[config.mk]
export PLATFORM = sky130hd
export DESIGN_NAME = heater_fault_supervisor
export DESIGN_NICKNAME = d
export VERILOG_FILES = /design/src/heat_sup_pkg.sv /design/src/heater_fault_supervisor.sv /design/src/half_wave_sampler.sv /design/src/volt_window_check.sv
export SDC_FILE = /design/constraint.sdc
export NUM_CORES = 1
export LEC_CHECK = 0
export BUFFER_PORTS_ARGS = -buffer_cell sky130_fd_sc_hd__clkbuf_2
export CAP_MARGIN = 40
export CORE_AREA = 2 2 340 342
export CTS_CLUSTER_DIAMETER = 30
export CTS_CLUSTER_SIZE = 30
export DETAILED_ROUTE_END_ITERATION = 10
export DIE_AREA = 0 0 342 344
export SYNTH_ARGS = -nofsm -noshare
export SYNTH_HDL_FRONTEND = slang
export SYNTH_SLANG_ARGS = --single-unit
[constraint.sdc]
create_clock -name ref_clk -period 5.9 [get_ports ref_clk]
set_clock_uncertainty 0.1 [all_clocks]
set_input_delay 1.18 -clock ref_clk [delete_from_list [all_inputs] [get_ports ref_clk]]
set_output_delay 1.18 -clock ref_clk [all_outputs]
set_load 0.1 [all_outputs]
[src/heat_sup_pkg.sv]
package heat_sup_pkg;
  // channel count of one power output module
  localparam int NCH = 6;
  // clock period, used to turn times into cycle counts
  localparam int CLK_PERIOD_NS = 10;
  // status sample point after each half-wave start
  localparam int SAMPLE_DELAY_NS = 2000;
  localparam logic [11:0] SAMPLE_DELAY_CYC =
    12'((SAMPLE_DELAY_NS + CLK_PERIOD_NS - 1) / CLK_PERIOD_NS);
  // line voltage windows, 0.1 V units
  localparam logic [12:0] V_PP_MIN = 13'h0e10; // 360.0 V
  localparam logic [12:0] V_PP_MAX = 13'h1450; // 520.0 V
  localparam logic [12:0] V_PN_MIN = 13'h0816; // 207.0 V
  localparam logic [12:0] V_PN_MAX = 13'h0bb8; // 300.0 V
  // frequency bands, 0.1 Hz units
  localparam logic [9:0] F50_MIN = 10'h1d6; // 47.0 Hz
  localparam logic [9:0] F50_MAX = 10'h212; // 53.0 Hz
  localparam logic [9:0] F60_MIN = 10'h23a; // 57.0 Hz
  localparam logic [9:0] F60_MAX = 10'h276; // 63.0 Hz
  localparam logic [9:0] F_SPLIT = 10'h226; // 55.0 Hz, nominal 50/60 split
  // successive bad measurements before a frequency error
  localparam logic [2:0] FREQ_BAD_LIMIT = 3'h4;
  // error codes
  localparam logic [15:0] ERR_NONE = 16'h0000;
  localparam logic [15:0] ERR_VOLT = 16'h13ee; // 5102
  localparam logic [15:0] ERR_FREQ = 16'h0001;
  // fan thresholds in degrees c, with hysteresis
  localparam logic [7:0] FAN_ON_TEMP  = 8'h2d;
  localparam logic [7:0] FAN_OFF_TEMP = 8'h28;
  // half-waves of startup where overcurrent is ignored
  localparam logic [7:0] STARTUP_HW = 8'h32;
  // reset values
  localparam logic [9:0] FREQ_RST = 10'h000;
endpackage

[src/heater_fault_supervisor.sv]
`timescale 1ns/1ps
module heater_fault_supervisor
(
  // clock and reset
  input  logic                                         ref_clk,
  input  logic                                         resetn,
  // user configuration
  input  logic                                         highend_variant,
  input  logic                                         phase_neutral_conn,
  input  logic                                         three_phase_load,
  input  logic                                         fan_force_on,
  input  logic [heat_sup_pkg::NCH-1:0]                 fault_suppress,
  input  logic [heat_sup_pkg::NCH-1:0]                 parallel_load,
  input  logic [heat_sup_pkg::NCH-1:0]                 two_pole_pair,
  input  logic                                         heat_request,
  // supply measurements
  input  logic                                         aux_supply_ok,
  input  logic [2:0]                                   phase_present,
  input  logic                                         phase_cw,
  input  logic [2:0][12:0]                             line_v,
  input  logic [9:0]                                   freq_meas,
  input  logic                                         freq_valid,
  input  logic                                         zero_cross,
  // temperature
  input  logic [7:0]                                   temp_int,
  input  logic [7:0]                                   temp_alarm_thr,
  // channel command and status
  input  logic [heat_sup_pkg::NCH-1:0]                 out_cmd,
  input  logic [heat_sup_pkg::NCH-1:0]                 setpoint_full,
  input  logic [heat_sup_pkg::NCH-1:0]                 setpoint_zero,
  input  logic [heat_sup_pkg::NCH-1:0]                 out_conducting,
  // channel measurements and limits
  input  logic [heat_sup_pkg::NCH-1:0][15:0]           power_meas,
  input  logic [heat_sup_pkg::NCH-1:0][15:0]           power_total,
  input  logic [heat_sup_pkg::NCH-1:0][15:0]           power_dev,
  input  logic [heat_sup_pkg::NCH-1:0][15:0]           current_meas,
  input  logic [heat_sup_pkg::NCH-1:0][15:0]           current_limit,
  input  logic [heat_sup_pkg::NCH-1:0][15:0]           fault_i_meas,
  input  logic [heat_sup_pkg::NCH-1:0][15:0]           fault_i_thr,
  // drive outputs
  output logic                                         heating_on,
  output logic [heat_sup_pkg::NCH-1:0]                 out_enable,
  output logic                                         fan_on,
  // reports
  output logic                                         fault_report,
  output logic [15:0]                                  error_code,
  output logic                                         phase_missing,
  output logic                                         phase_seq_err,
  output logic                                         volt_fault,
  output logic                                         freq_err,
  output logic                                         freq_is_60,
  output logic [9:0]                                   freq_report,
  output logic                                         meas_valid,
  output logic [7:0]                                   temp_report,
  output logic                                         over_temp,
  output logic                                         sensor_detached,
  output logic [heat_sup_pkg::NCH-1:0]                 diag_avail,
  output logic [heat_sup_pkg::NCH-1:0]                 ch_triac_short,
  output logic [heat_sup_pkg::NCH-1:0]                 ch_open,
  output logic [heat_sup_pkg::NCH-1:0]                 ch_partial,
  output logic [heat_sup_pkg::NCH-1:0]                 ch_overcurrent,
  output logic [heat_sup_pkg::NCH-1:0]                 ch_fault_current
);
  localparam int N = heat_sup_pkg::NCH;

  logic         hw_start;      // half-wave begins
  logic         sample;        // fixed status instant
  logic         v_ok;          // all phases in window
  logic         phase_ok;
  logic         ot_now;
  logic         seq_block;
  logic         heat_permit;
  logic         band_ok;
  logic         nom60;
  logic         diag_ok_all;

  // state registers
  logic         heat_reg,  heat_next;
  logic [N-1:0] oen_reg,   oen_next;
  logic         fan_reg,   fan_next;
  logic         ferr_reg,  ferr_next;
  logic [2:0]   fbad_reg,  fbad_next;
  logic [9:0]   fhold_reg, fhold_next;
  logic         f60_reg,   f60_next;
  logic         pmis_reg,  pmis_next;
  logic         seq_reg,   seq_next;
  logic         vflt_reg,  vflt_next;
  logic         ot_reg,    ot_next;
  logic         det_reg,   det_next;
  logic [7:0]   temp_reg,  temp_next;
  logic [7:0]   start_reg, start_next;
  logic [N-1:0] sht_reg,   sht_next;
  logic [N-1:0] opn_reg,   opn_next;
  logic [N-1:0] par_reg,   par_next;
  logic [N-1:0] ovc_reg,   ovc_next;
  logic [N-1:0] flc_reg,   flc_next;

  // frequency band test, used for both nominals
  function automatic logic in_band(input logic [9:0] f, input logic [9:0] lo,
                                   input logic [9:0] hi);
    in_band = (f >= lo) && (f <= hi);
  endfunction

  //////////////////////////////////////////////////////////////////////
  // half-wave timing and voltage window
  half_wave_sampler u_hw
  (
    .ref_clk    (ref_clk),
    .resetn     (resetn),
    .zero_cross (zero_cross),
    .hw_start   (hw_start),
    .sample     (sample)
  );

  volt_window_check u_vw
  (
    .line_v             (line_v),
    .phase_neutral_conn (phase_neutral_conn),
    .in_range           (v_ok)
  );

  //////////////////////////////////////////////////////////////////////
  // supply, frequency, temperature: next values
  always_comb
  begin
    phase_ok  = &phase_present;
    ot_now    = temp_int > temp_alarm_thr;
    // high-end with three-phase load needs clockwise rotation
    seq_block = highend_variant && three_phase_load && !phase_cw;
    nom60     = freq_meas >= heat_sup_pkg::F_SPLIT;
    band_ok   = nom60 ? in_band(freq_meas, heat_sup_pkg::F60_MIN, heat_sup_pkg::F60_MAX)
                      : in_band(freq_meas, heat_sup_pkg::F50_MIN, heat_sup_pkg::F50_MAX);
    pmis_next = !phase_ok;
    seq_next  = !phase_cw;
    vflt_next = !v_ok;
    ot_next   = ot_now;
    det_next  = temp_int == 8'h00;
    temp_next = temp_int;
    // fan with hysteresis; override wins
    fan_next  = fan_force_on || (temp_int >= heat_sup_pkg::FAN_ON_TEMP) ||
                (fan_reg && (temp_int >= heat_sup_pkg::FAN_OFF_TEMP));
    // frequency: count successive bad readings, keep last good one
    fbad_next  = fbad_reg;
    ferr_next  = ferr_reg;
    fhold_next = fhold_reg;
    f60_next   = f60_reg;
    if (freq_valid)
    begin
      if (band_ok)
      begin
        fbad_next  = 3'h0;
        ferr_next  = 1'b0;
        fhold_next = freq_meas;
        f60_next   = nom60;
      end
      else
      begin
        if (fbad_reg != heat_sup_pkg::FREQ_BAD_LIMIT)
          fbad_next = fbad_reg + 3'h1;
        if (fbad_reg >= heat_sup_pkg::FREQ_BAD_LIMIT - 3'h1)
          ferr_next = 1'b1;
      end
    end
    // heating permit; aux loss is silent, it sets no flag
    heat_permit = aux_supply_ok && phase_ok && v_ok && !ot_now && !seq_block &&
                  !(highend_variant && ferr_reg);
    heat_next   = heat_request && heat_permit;
    oen_next    = heat_next ? out_cmd : '0;
    // startup window restarts every time heating is off
    if (!heat_reg)
      start_next = heat_sup_pkg::STARTUP_HW;
    else if (hw_start && (start_reg != 8'h00))
      start_next = start_reg - 8'h01;
    else
      start_next = start_reg;
  end

  //////////////////////////////////////////////////////////////////////
  // per-channel diagnostics: next values
  always_comb
  begin
    // basic variant with reverse rotation cannot see a dead element at full drive
    diag_ok_all = highend_variant || phase_cw;
    sht_next = sht_reg;
    opn_next = opn_reg;
    for (int i = 0; i < N; i++)
    begin
      if (sample)
      begin
        // short: only observable while off, never at full setpoint
        sht_next[i] = !out_cmd[i] && !setpoint_full[i] && out_conducting[i] &&
                      !fault_suppress[i];
        // open path: only observable while on, never at zero setpoint
        opn_next[i] = out_cmd[i] && !setpoint_zero[i] && !out_conducting[i] &&
                      !fault_suppress[i] &&
                      (diag_ok_all || !setpoint_full[i]);
      end
      if (!heat_reg)
        opn_next[i] = 1'b0;
      par_next[i] = heat_reg && parallel_load[i] && !fault_suppress[i] &&
                    ({1'b0, power_meas[i]} + {1'b0, power_dev[i]} <
                     {1'b0, power_total[i]});
      ovc_next[i] = heat_reg && (start_reg == 8'h00) && !fault_suppress[i] &&
                    (current_meas[i] > current_limit[i]);
      flc_next[i] = heat_reg && two_pole_pair[i] && !fault_suppress[i] &&
                    (fault_i_meas[i] > fault_i_thr[i]);
    end
  end

  //////////////////////////////////////////////////////////////////////
  // registers only
  always_ff @(posedge ref_clk or negedge resetn)
  begin
    if (!resetn)
    begin
      // flags and counters clear; the startup window starts full
      {heat_reg, oen_reg, fan_reg, ferr_reg, fbad_reg, f60_reg, pmis_reg, seq_reg} <= '0;
      {vflt_reg, ot_reg, det_reg, temp_reg, sht_reg, opn_reg, par_reg, ovc_reg, flc_reg} <= '0;
      fhold_reg <= heat_sup_pkg::FREQ_RST;
      start_reg <= heat_sup_pkg::STARTUP_HW;
    end
    else
    begin
      // grouped by concern; each next value has the width of its register
      {heat_reg, oen_reg, fan_reg, ferr_reg, fbad_reg, fhold_reg, f60_reg} <=
        {heat_next, oen_next, fan_next, ferr_next, fbad_next, fhold_next, f60_next};
      {pmis_reg, seq_reg, vflt_reg, ot_reg, det_reg, temp_reg, start_reg} <=
        {pmis_next, seq_next, vflt_next, ot_next, det_next, temp_next, start_next};
      {sht_reg, opn_reg, par_reg, ovc_reg, flc_reg} <=
        {sht_next, opn_next, par_next, ovc_next, flc_next};
    end
  end

  //////////////////////////////////////////////////////////////////////
  // outputs
  assign heating_on       = heat_reg;
  assign out_enable       = oen_reg;
  assign fan_on           = fan_reg;
  assign phase_missing    = pmis_reg;
  assign phase_seq_err    = seq_reg;
  assign volt_fault       = vflt_reg;
  assign freq_err         = ferr_reg;
  assign freq_is_60       = f60_reg;
  // high-end in frequency error shows only heat sink temperature
  assign meas_valid       = !(highend_variant && ferr_reg);
  assign freq_report      = meas_valid ? fhold_reg : 10'h000;
  assign temp_report      = temp_reg;
  assign over_temp        = ot_reg;
  assign sensor_detached  = det_reg;
  assign diag_avail       = (highend_variant || phase_cw) ? '1 : ~setpoint_full;
  assign ch_triac_short   = sht_reg;
  assign ch_open          = opn_reg;
  assign ch_partial       = par_reg;
  assign ch_overcurrent   = ovc_reg;
  assign ch_fault_current = flc_reg;
  assign fault_report     = pmis_reg || seq_reg || vflt_reg || ferr_reg || ot_reg ||
                            det_reg || (|{sht_reg, opn_reg, par_reg, ovc_reg, flc_reg});
  assign error_code       = vflt_reg ? heat_sup_pkg::ERR_VOLT :
                            (ferr_reg ? heat_sup_pkg::ERR_FREQ : heat_sup_pkg::ERR_NONE);
endmodule

[src/half_wave_sampler.sv]
`timescale 1ns/1ps
module half_wave_sampler
(
  // clock and reset
  input  logic ref_clk,
  input  logic resetn,
  // mains polarity pin, toggles each half-wave
  input  logic zero_cross,
  // pulses
  output logic hw_start,
  output logic sample
);
  // sampler states, one-hot
  typedef enum logic [1:0]
  {
    S_IDLE = 2'b01,
    S_WAIT = 2'b10
  } samp_state_t;

  logic [2:0]  zc_sync_reg;  // three-stage pin synchroniser
  logic        zc_lvl_reg;   // accepted level
  logic        zc_lvl_next;
  samp_state_t state_reg;
  samp_state_t state_next;
  logic [11:0] cnt_reg;      // cycles since half-wave start
  logic [11:0] cnt_next;
  logic        edge_seen;

  //////////////////////////////////////////////////////////////////////
  // level accepted only when stages two and three agree
  always_comb
  begin
    zc_lvl_next = zc_lvl_reg;
    if (zc_sync_reg[1] == zc_sync_reg[2])
      zc_lvl_next = zc_sync_reg[2];
    edge_seen  = zc_lvl_next != zc_lvl_reg;
    state_next = state_reg;
    cnt_next   = cnt_reg;
    unique case (state_reg)
      S_IDLE:
      begin
        cnt_next = 12'h000;
        if (edge_seen)
          state_next = S_WAIT;
      end
      S_WAIT:
      begin
        // a new edge restarts the timing of the fixed instant
        if (edge_seen)
          cnt_next = 12'h000;
        else if (cnt_reg == heat_sup_pkg::SAMPLE_DELAY_CYC - 12'h001)
          state_next = S_IDLE;
        else
          cnt_next = cnt_reg + 12'h001;
      end
    endcase
  end

  assign hw_start = edge_seen;
  assign sample   = (state_reg == S_WAIT) && !edge_seen &&
                    (cnt_reg == heat_sup_pkg::SAMPLE_DELAY_CYC - 12'h001);

  // registers only
  always_ff @(posedge ref_clk or negedge resetn)
  begin
    if (!resetn)
    begin
      zc_sync_reg <= 3'h0;
      zc_lvl_reg  <= 1'b0;
      state_reg   <= S_IDLE;
      cnt_reg     <= 12'h000;
    end
    else
    begin
      zc_sync_reg <= {zc_sync_reg[1:0], zero_cross};
      zc_lvl_reg  <= zc_lvl_next;
      state_reg   <= state_next;
      cnt_reg     <= cnt_next;
    end
  end
endmodule

[src/volt_window_check.sv]
`timescale 1ns/1ps
module volt_window_check
(
  // three phase voltages, 0.1 V units
  input  logic [2:0][12:0] line_v,
  // connection type: 1 phase-neutral, 0 phase-phase
  input  logic             phase_neutral_conn,
  // all phases inside the window
  output logic             in_range
);
  logic [12:0] v_min;
  logic [12:0] v_max;
  logic [2:0]  ok;

  // window picked by connection type
  assign v_min = phase_neutral_conn ? heat_sup_pkg::V_PN_MIN : heat_sup_pkg::V_PP_MIN;
  assign v_max = phase_neutral_conn ? heat_sup_pkg::V_PN_MAX : heat_sup_pkg::V_PP_MAX;

  // one comparator pair per phase, limits inclusive
  genvar p;
  generate
    for (p = 0; p < 3; p++)
    begin : g_ph
      assign ok[p] = (line_v[p] >= v_min) && (line_v[p] <= v_max);
    end
  endgenerate

  assign in_range = &ok;
endmodule

; Word level (Yosys, flattened, before mapping)
; Index checks and enable logic that the tools add are counted.
[op_classes]
reduce_logical = 173
multipliers = 0
addsub = 9
mux = 34
n_div = 0
n_eq_ne = 12
shifts = 0
n_bitwise = 1
n_lt_le_gt_ge = 33
[ops]
columns = cell, n
row1 = greater-than comparator 16 bit, 12
row2 = logical AND 1 bit, 109
row3 = adder 16 x 16 -> 17 bit, 6
row4 = < comparator 17 x 16 -> 1 bit, 6
row5 = >= comparator 13 bit, 3
row6 = less-or-equal comparator 13 bit, 3
row7 = logical NOT 1 bit, 37
row8 = OR reduction 30 bit, 1
row9 = 2-to-1 mux 13 bit, 2
row10 = 2-to-1 mux 12 bit, 2
row11 = case mux 12 bit (2 select lines), 1
row12 = >= comparator 10 bit (second input constant), 2
row13 = less-or-equal comparator 10 bit (second input constant), 2
row14 = 2-to-1 mux 1 bit, 17
row15 = >= comparator 8 x 6 -> 1 bit (second input constant), 2
row16 = logical NOT 8 bit, 2
row17 = 2-to-1 mux 8 bit, 2
row18 = logical OR 1 bit, 15
row19 = adder 12 x 1 -> 12 bit (second input constant), 1
row20 = == test 12 x 8 -> 1 bit (second input constant), 1
row21 = 2-to-1 mux 6 bit, 2
row22 = 2-to-1 mux 11 bit, 1
row23 = >= comparator 10 x 9 -> 1 bit (second input constant), 1
row24 = 2-to-1 mux 10 bit, 1
row25 = 19 further kinds, 31
[word_totals]
ramBits = 0
latchBits = 0
elab_cells = 285
rom_bits = 0
ff_bits = 92
n_memories = 0

; Logic depth before layout (Yosys ltp)
[depth]
depth_word = 10
mapped_depth = 19
depth_no_buf = 19

; Cells and area by module
; Synthesis repeated with hierarchy kept, for this count alone.
[hier_totals]
hier_cells = 2044
hier_area_um2 = 16494.6
[by_module_without_submodules]
columns = module, area_each_um2, instances, cells_per_inst, seq_area_each_um2
row1 = heater_fault_supervisor, 14677.8, 1, 1845, 1855.5
row2 = volt_window_check, 940.9, 1, 114, 0.0
row3 = half_wave_sampler, 875.8, 1, 85, 451.7

; Least setup slack after synthesis
; No wires, ideal clock.
[synth_timing]
path_type = input to output
start = input highend_variant
end = output freq_report[0]
slack_ns = 1.518
n_path_buf = 1
cell_stages = 3
arrival_ns = 3.102
path_cell_list = nand2_1 clkbuf_1 and2_1
[synth_via]
elab_chain_len = 2
[synth_lines]
columns = item, line_no
row1 = from (decl), heater_fault_supervisor.sv:8  ; input logic highend_variant,
row2 = logical AND 1 bit, heater_fault_supervisor.sv:245  ; assign meas_valid = !(highend_variant && ferr_reg);
row3 = 2-to-1 mux 10 bit, heater_fault_supervisor.sv:246  ; assign freq_report = meas_valid ? fhold_reg : 10'h000;
row4 = to (decl), heater_fault_supervisor.sv:52  ; output logic [9:0] freq_report,
; No other way between the ends.

; Worst setup path after layout
[layout_timing]
start = input power_meas[64] in the netlist's numbering
end = register par_reg[4], in the netlist ch_partial[4]
[layout_via]
elab_chain_len = 3
[layout_lines]
columns = item, line_no
row1 = from (decl), heater_fault_supervisor.sv:33  ; input logic [heat_sup_pkg::NCH-1:0][15:0] power_meas,
row2 = adder 16 x 16 -> 17 bit, heater_fault_supervisor.sv:201  ; ({1'b0, power_meas[i]} + {1'b0, power_dev[i]} <
row3 = < comparator 17 x 16 -> 1 bit, heater_fault_supervisor.sv:201
row4 = logical AND 1 bit, heater_fault_supervisor.sv:200  ; par_next[i] = heat_reg && parallel_load[i] && !fault_suppress[i] &&
row5 = via par_next[4], heater_fault_supervisor.sv:94  ; logic [N-1:0] par_reg, par_next;
row6 = to (signal assigned), heater_fault_supervisor.sv:229  ; {sht_reg, opn_reg, par_reg, ovc_reg, flc_reg} <=
row7 = to (decl), heater_fault_supervisor.sv:94
; The timed path passes the listed nets, and every way through them passes these cells.
; A chain may end at the register's enable or synchronous reset.

==> flow_summary_export.csv <==
group,metric,value,unit
run_status,status,"completed",
cts,clk_pin_slew,0.08,ns
drt,wire_per_inst,18.33,microns
timing,finalCriticalPeriod,4.321,ns
pwr,p_sw_frac,0.4564,
worst_setup_path,slowest_delay,0.42,ns
timing,slew_headroom,0.4029,
finish,syn_to_final_growth,39.89,%
global_route,grt_overflow,0,
placement,dpl.hpwl,75.05,mm
drt,vias_per_cell,4.025,
finish,layout_common_cells,"872 x clkbuf_2, 428 x ha_1, 371 x inv_1, 134 x a21oi_1, 111 x a21o_1",
min_path,hp-class,"reg2reg",
floorplanning,dieHeight,344,microns
finish,seq_area,2307,sq um
pwr,power_density,144.0,nW/um^2
cts,cts_made_buffers,9,
cts,clock_path_buffers,2,
pwr,p_clk_frac,0.198,
floorplanning,core_area,113900,sq um
placement,gp_congestion,0.9118,
pwr,p_int,0.001788,W
pwr,p_leak,13.02,nW
cts,hold_buffers,0,
worst_setup_path,worstPathCellList,"clkbuf_2 > ha_1 > inv_1 > fa_1 > inv_1 > a21oi_1 > o21ai_1 > a31oi_1 > o21ai_1 > a31oi_1 > a221oi_1 > xor2_1 > ha_1 > a211oi_1 > o2111ai_1 > a31oi_1 > o21ai_0 > a21oi_1",
cts,cts_resized,0,
timing,grt_setup_unrepaired,"no",
finish,final_common_cell,"clkbuf_2",
worst_setup_path,critPathTopFamily,"compound AO/OA/AOI/OAI gates",
floorplanning,die_x,342,microns
worst_setup_path,critPathSlowestCell,"a221oi_1",
floorplanning,io_pins,880,
worst_setup_path,critPathKind,"in2reg",
pwr,p_comb_frac,0.581,
finish,drive_above_1_share,0.3214,
global_route,grt_usage,0.1326,
yosys,async_flop_share,1.000,
cts,cts_setup_buffers,0,
yosys,synth_ff_type,"dfrtp_1",
cts,cts_root_buffer,"clkbuf_16",
worst_setup_path,cp-start-kind,"input port",
worst_setup_path,critPathMaxFanout,3,
global_route,grt_max_degree,68,
yosys,yosysSeqAreaShare,0.1412,
yosys,synth_fa_ha_area_frac,0.3358,
worst_setup_path,path_buf_inv,3,
yosys,synth_seq_cells,92,
global_route,antenna_found_initial,47,
pwr,p_seq_frac,0.221,
timing,setup-violations-final,0,
yosys,synthSimpleGateAreaFrac,0.1638,
run,maxCapViolCount,0,
global_route,grt_pass1_wl,112.4,mm
timing,tns,0,ns
yosys,synth_top_family_by_area,"adder cells",
floorplanning,row_count,124,
yosys,ys_types,78,
yosys,synth-edff-count,0,
yosys,netlist_instances,2046,
yosys,synth-xor-area-share,0.04503,
yosys,netlist_area,16340,sq um
timing,worst_pin_slew,0.8924,ns
cts,htreeDepth,3,
drt,postRouteAntennaNets,0,
timing,drv_slew,0,
finish,multiInputGateArea,12510,sq um
floorplanning,start_util,0.1435,
drt,wl,81.52,mm
global_route,grt_pass1_vias,18030,
pwr,p_switching,0.001502,W
worst_setup_path,cp.required,6.12,ns
drt,drc,0,
timing,period_share,0.7324,
cts,clkLatencyLatePin,0.40,ns
yosys,avgSynthCellArea,7.985,sq um
worst_setup_path,path_common_cell,"a31oi_1",
worst_setup_path,crit_arrival,4.54,ns
worst_setup_path,critPathCaptureType,"register",
drt,drtPass1Iterations,5,
finish,fill_cells,12843,
floorplanning,dieArea,117600,sq um
placement,port_buffers,873,
yosys,synth-compound-area-share,0.2112,
yosys,yosysWarnings,0,
yosys,synthMuxAreaShare,0.008195,
timing,hold_viol,0,
pwr,peakVddDrop,0.1434,mV
cts,cts_tree,"built",
drt,num_vias,17900,
cts,cts_sinks,92,
pwr,p_total,0.003290,W
timing,fmax,0.2314,GHz
finish,largest_reg_flops,12,
drt,drt-initial-drc-count,529,
finish,fin_nets,4147,
[Yosys cell counts, types with 19 or more instances]
master / instances / area share
nand3_1: 45 / 0.014
o21a_1: 44 / 0.020
ha_1: 428 / 0.33
nand2_1: 92 / 0.021
a21oi_1: 134 / 0.041
nor2_1: 111 / 0.026
dfrtp_1: 88 / 0.13
o21ai_0: 77 / 0.024
nor2b_1: 42 / 0.016
a21o_1: 111 / 0.051
inv_1: 371 / 0.085
xor2_1: 19 / 0.010
nand2b_1: 22 / 0.0084
nor3_1: 35 / 0.011
xnor2_1: 65 / 0.035
nand4_1: 51 / 0.020
nor4_1: 33 / 0.013
[power by group through the flow]
| stage | combinational (W) | sequential [W] | clock [W] |
|---|---|---|---|
| floorplan | 0.00121 | 0.000792 | 0 |
| global placement | 0.00190 | 0.000739 | 0 |
| detailed placement | 0.00192 | 0.000740 | 0 |
| CTS | 0.00194 | 0.000728 | 0.000709 |
| global route | 0.00215 | 0.000736 | 0.000721 |
| finish | 0.00191 | 0.000726 | 0.000652 |
[layout make-up]
type / count / area share
multi-input combinational: 1565 / 0.5473
timing repair buffer: 881 / 0.1944
sequential: 92 / 0.1010
tap: 1512 / 0.08278
inverter: 371 / 0.06094
clock buffer: 10 / 0.01046
clock inverter: 6 / 0.002080
antenna: 10 / 0.001095
[per-stage QoR]
step           hold slack (ns)  setup WS [ns]  std cells  instance area [sq um]  utilization
6_report                0.2550          1.579       4447                  22850       0.2007
5_1_grt                 0.2840          1.299       4439                  22830       0.2005
4_1_cts                 0.2608          1.416       4437                  22830       0.2005
3_5_place_dp            0.2459          1.181       4421                  22540       0.1979
3_3_place_gp            0.2425          1.311       4419                  22520       0.1977
2_1_floorplan           0.2312          1.518       2051                  16360            -
[metal layers]
| metal | vias to the layer above | share of wire | GRT usage |
|---|---|---|---|
| met3 | 115 | 0.067 | 0.02838 |
| met2 | 618 | 0.52 | 0.2513 |
| met5 | - | 0.0020 | 0 |
| li1 | 9013 | - | - |
| met1 | 8128 | 0.39 | 0.1462 |
| met4 | 26 | 0.027 | 0.04121 |
[cells by family (layout without fill, tap and decap cells)]
| kind of cell | count (synthesis) | in the layout |
|---|---|---|
| xor gates and xnor gates | 84 | 84 |
| other | 1 | 16 |
| adders and majority gates | 435 | 435 |
| and+or+nand+nor | 507 | 507 |
| buffers and inverters | 394 | 1268 |
| muxes | 12 | 12 |
| DFF | 92 | 92 |
| AOI/OAI and AO/OA | 521 | 521 |
[path summary, 6_finish.rpt]
check / from / to / slack [ns] / depth (start not counted)
setup / recovery: power_meas[64] / ch_partial[4]$_DFF_PN0_ / 1.58 / 18
hold / removal: u_hw.zc_sync_reg[0]$_DFF_PN0_ / u_hw.zc_sync_reg[1]$_DFF_PN0_ / 0.25 / 0
setup reg to reg: start_reg[5]$_DFFE_PN1P_ / ch_overcurrent[5]$_DFF_PN0_ / 3.10 / 5
hold reg to reg: u_hw.zc_sync_reg[0]$_DFF_PN0_ / u_hw.zc_sync_reg[1]$_DFF_PN0_ / 0.25 / 0
max in group asynchronous: resetn / fbad_reg[0]$_DFFE_PN0P_ / 4.09 / 2
min in group asynchronous: resetn / ch_triac_short[2]$_DFFE_PN0P_ / 0.73 / 1
[worst register-to-register path, cell delays in order (launching register included)]
cell,delay [ns]
dfstp_2,0.38
or4_1,0.54
nor2_1,0.15
nand3b_1,0.46
buf_4,0.40
a211oi_1,0.60
Power figures use the tool's default switching activity.
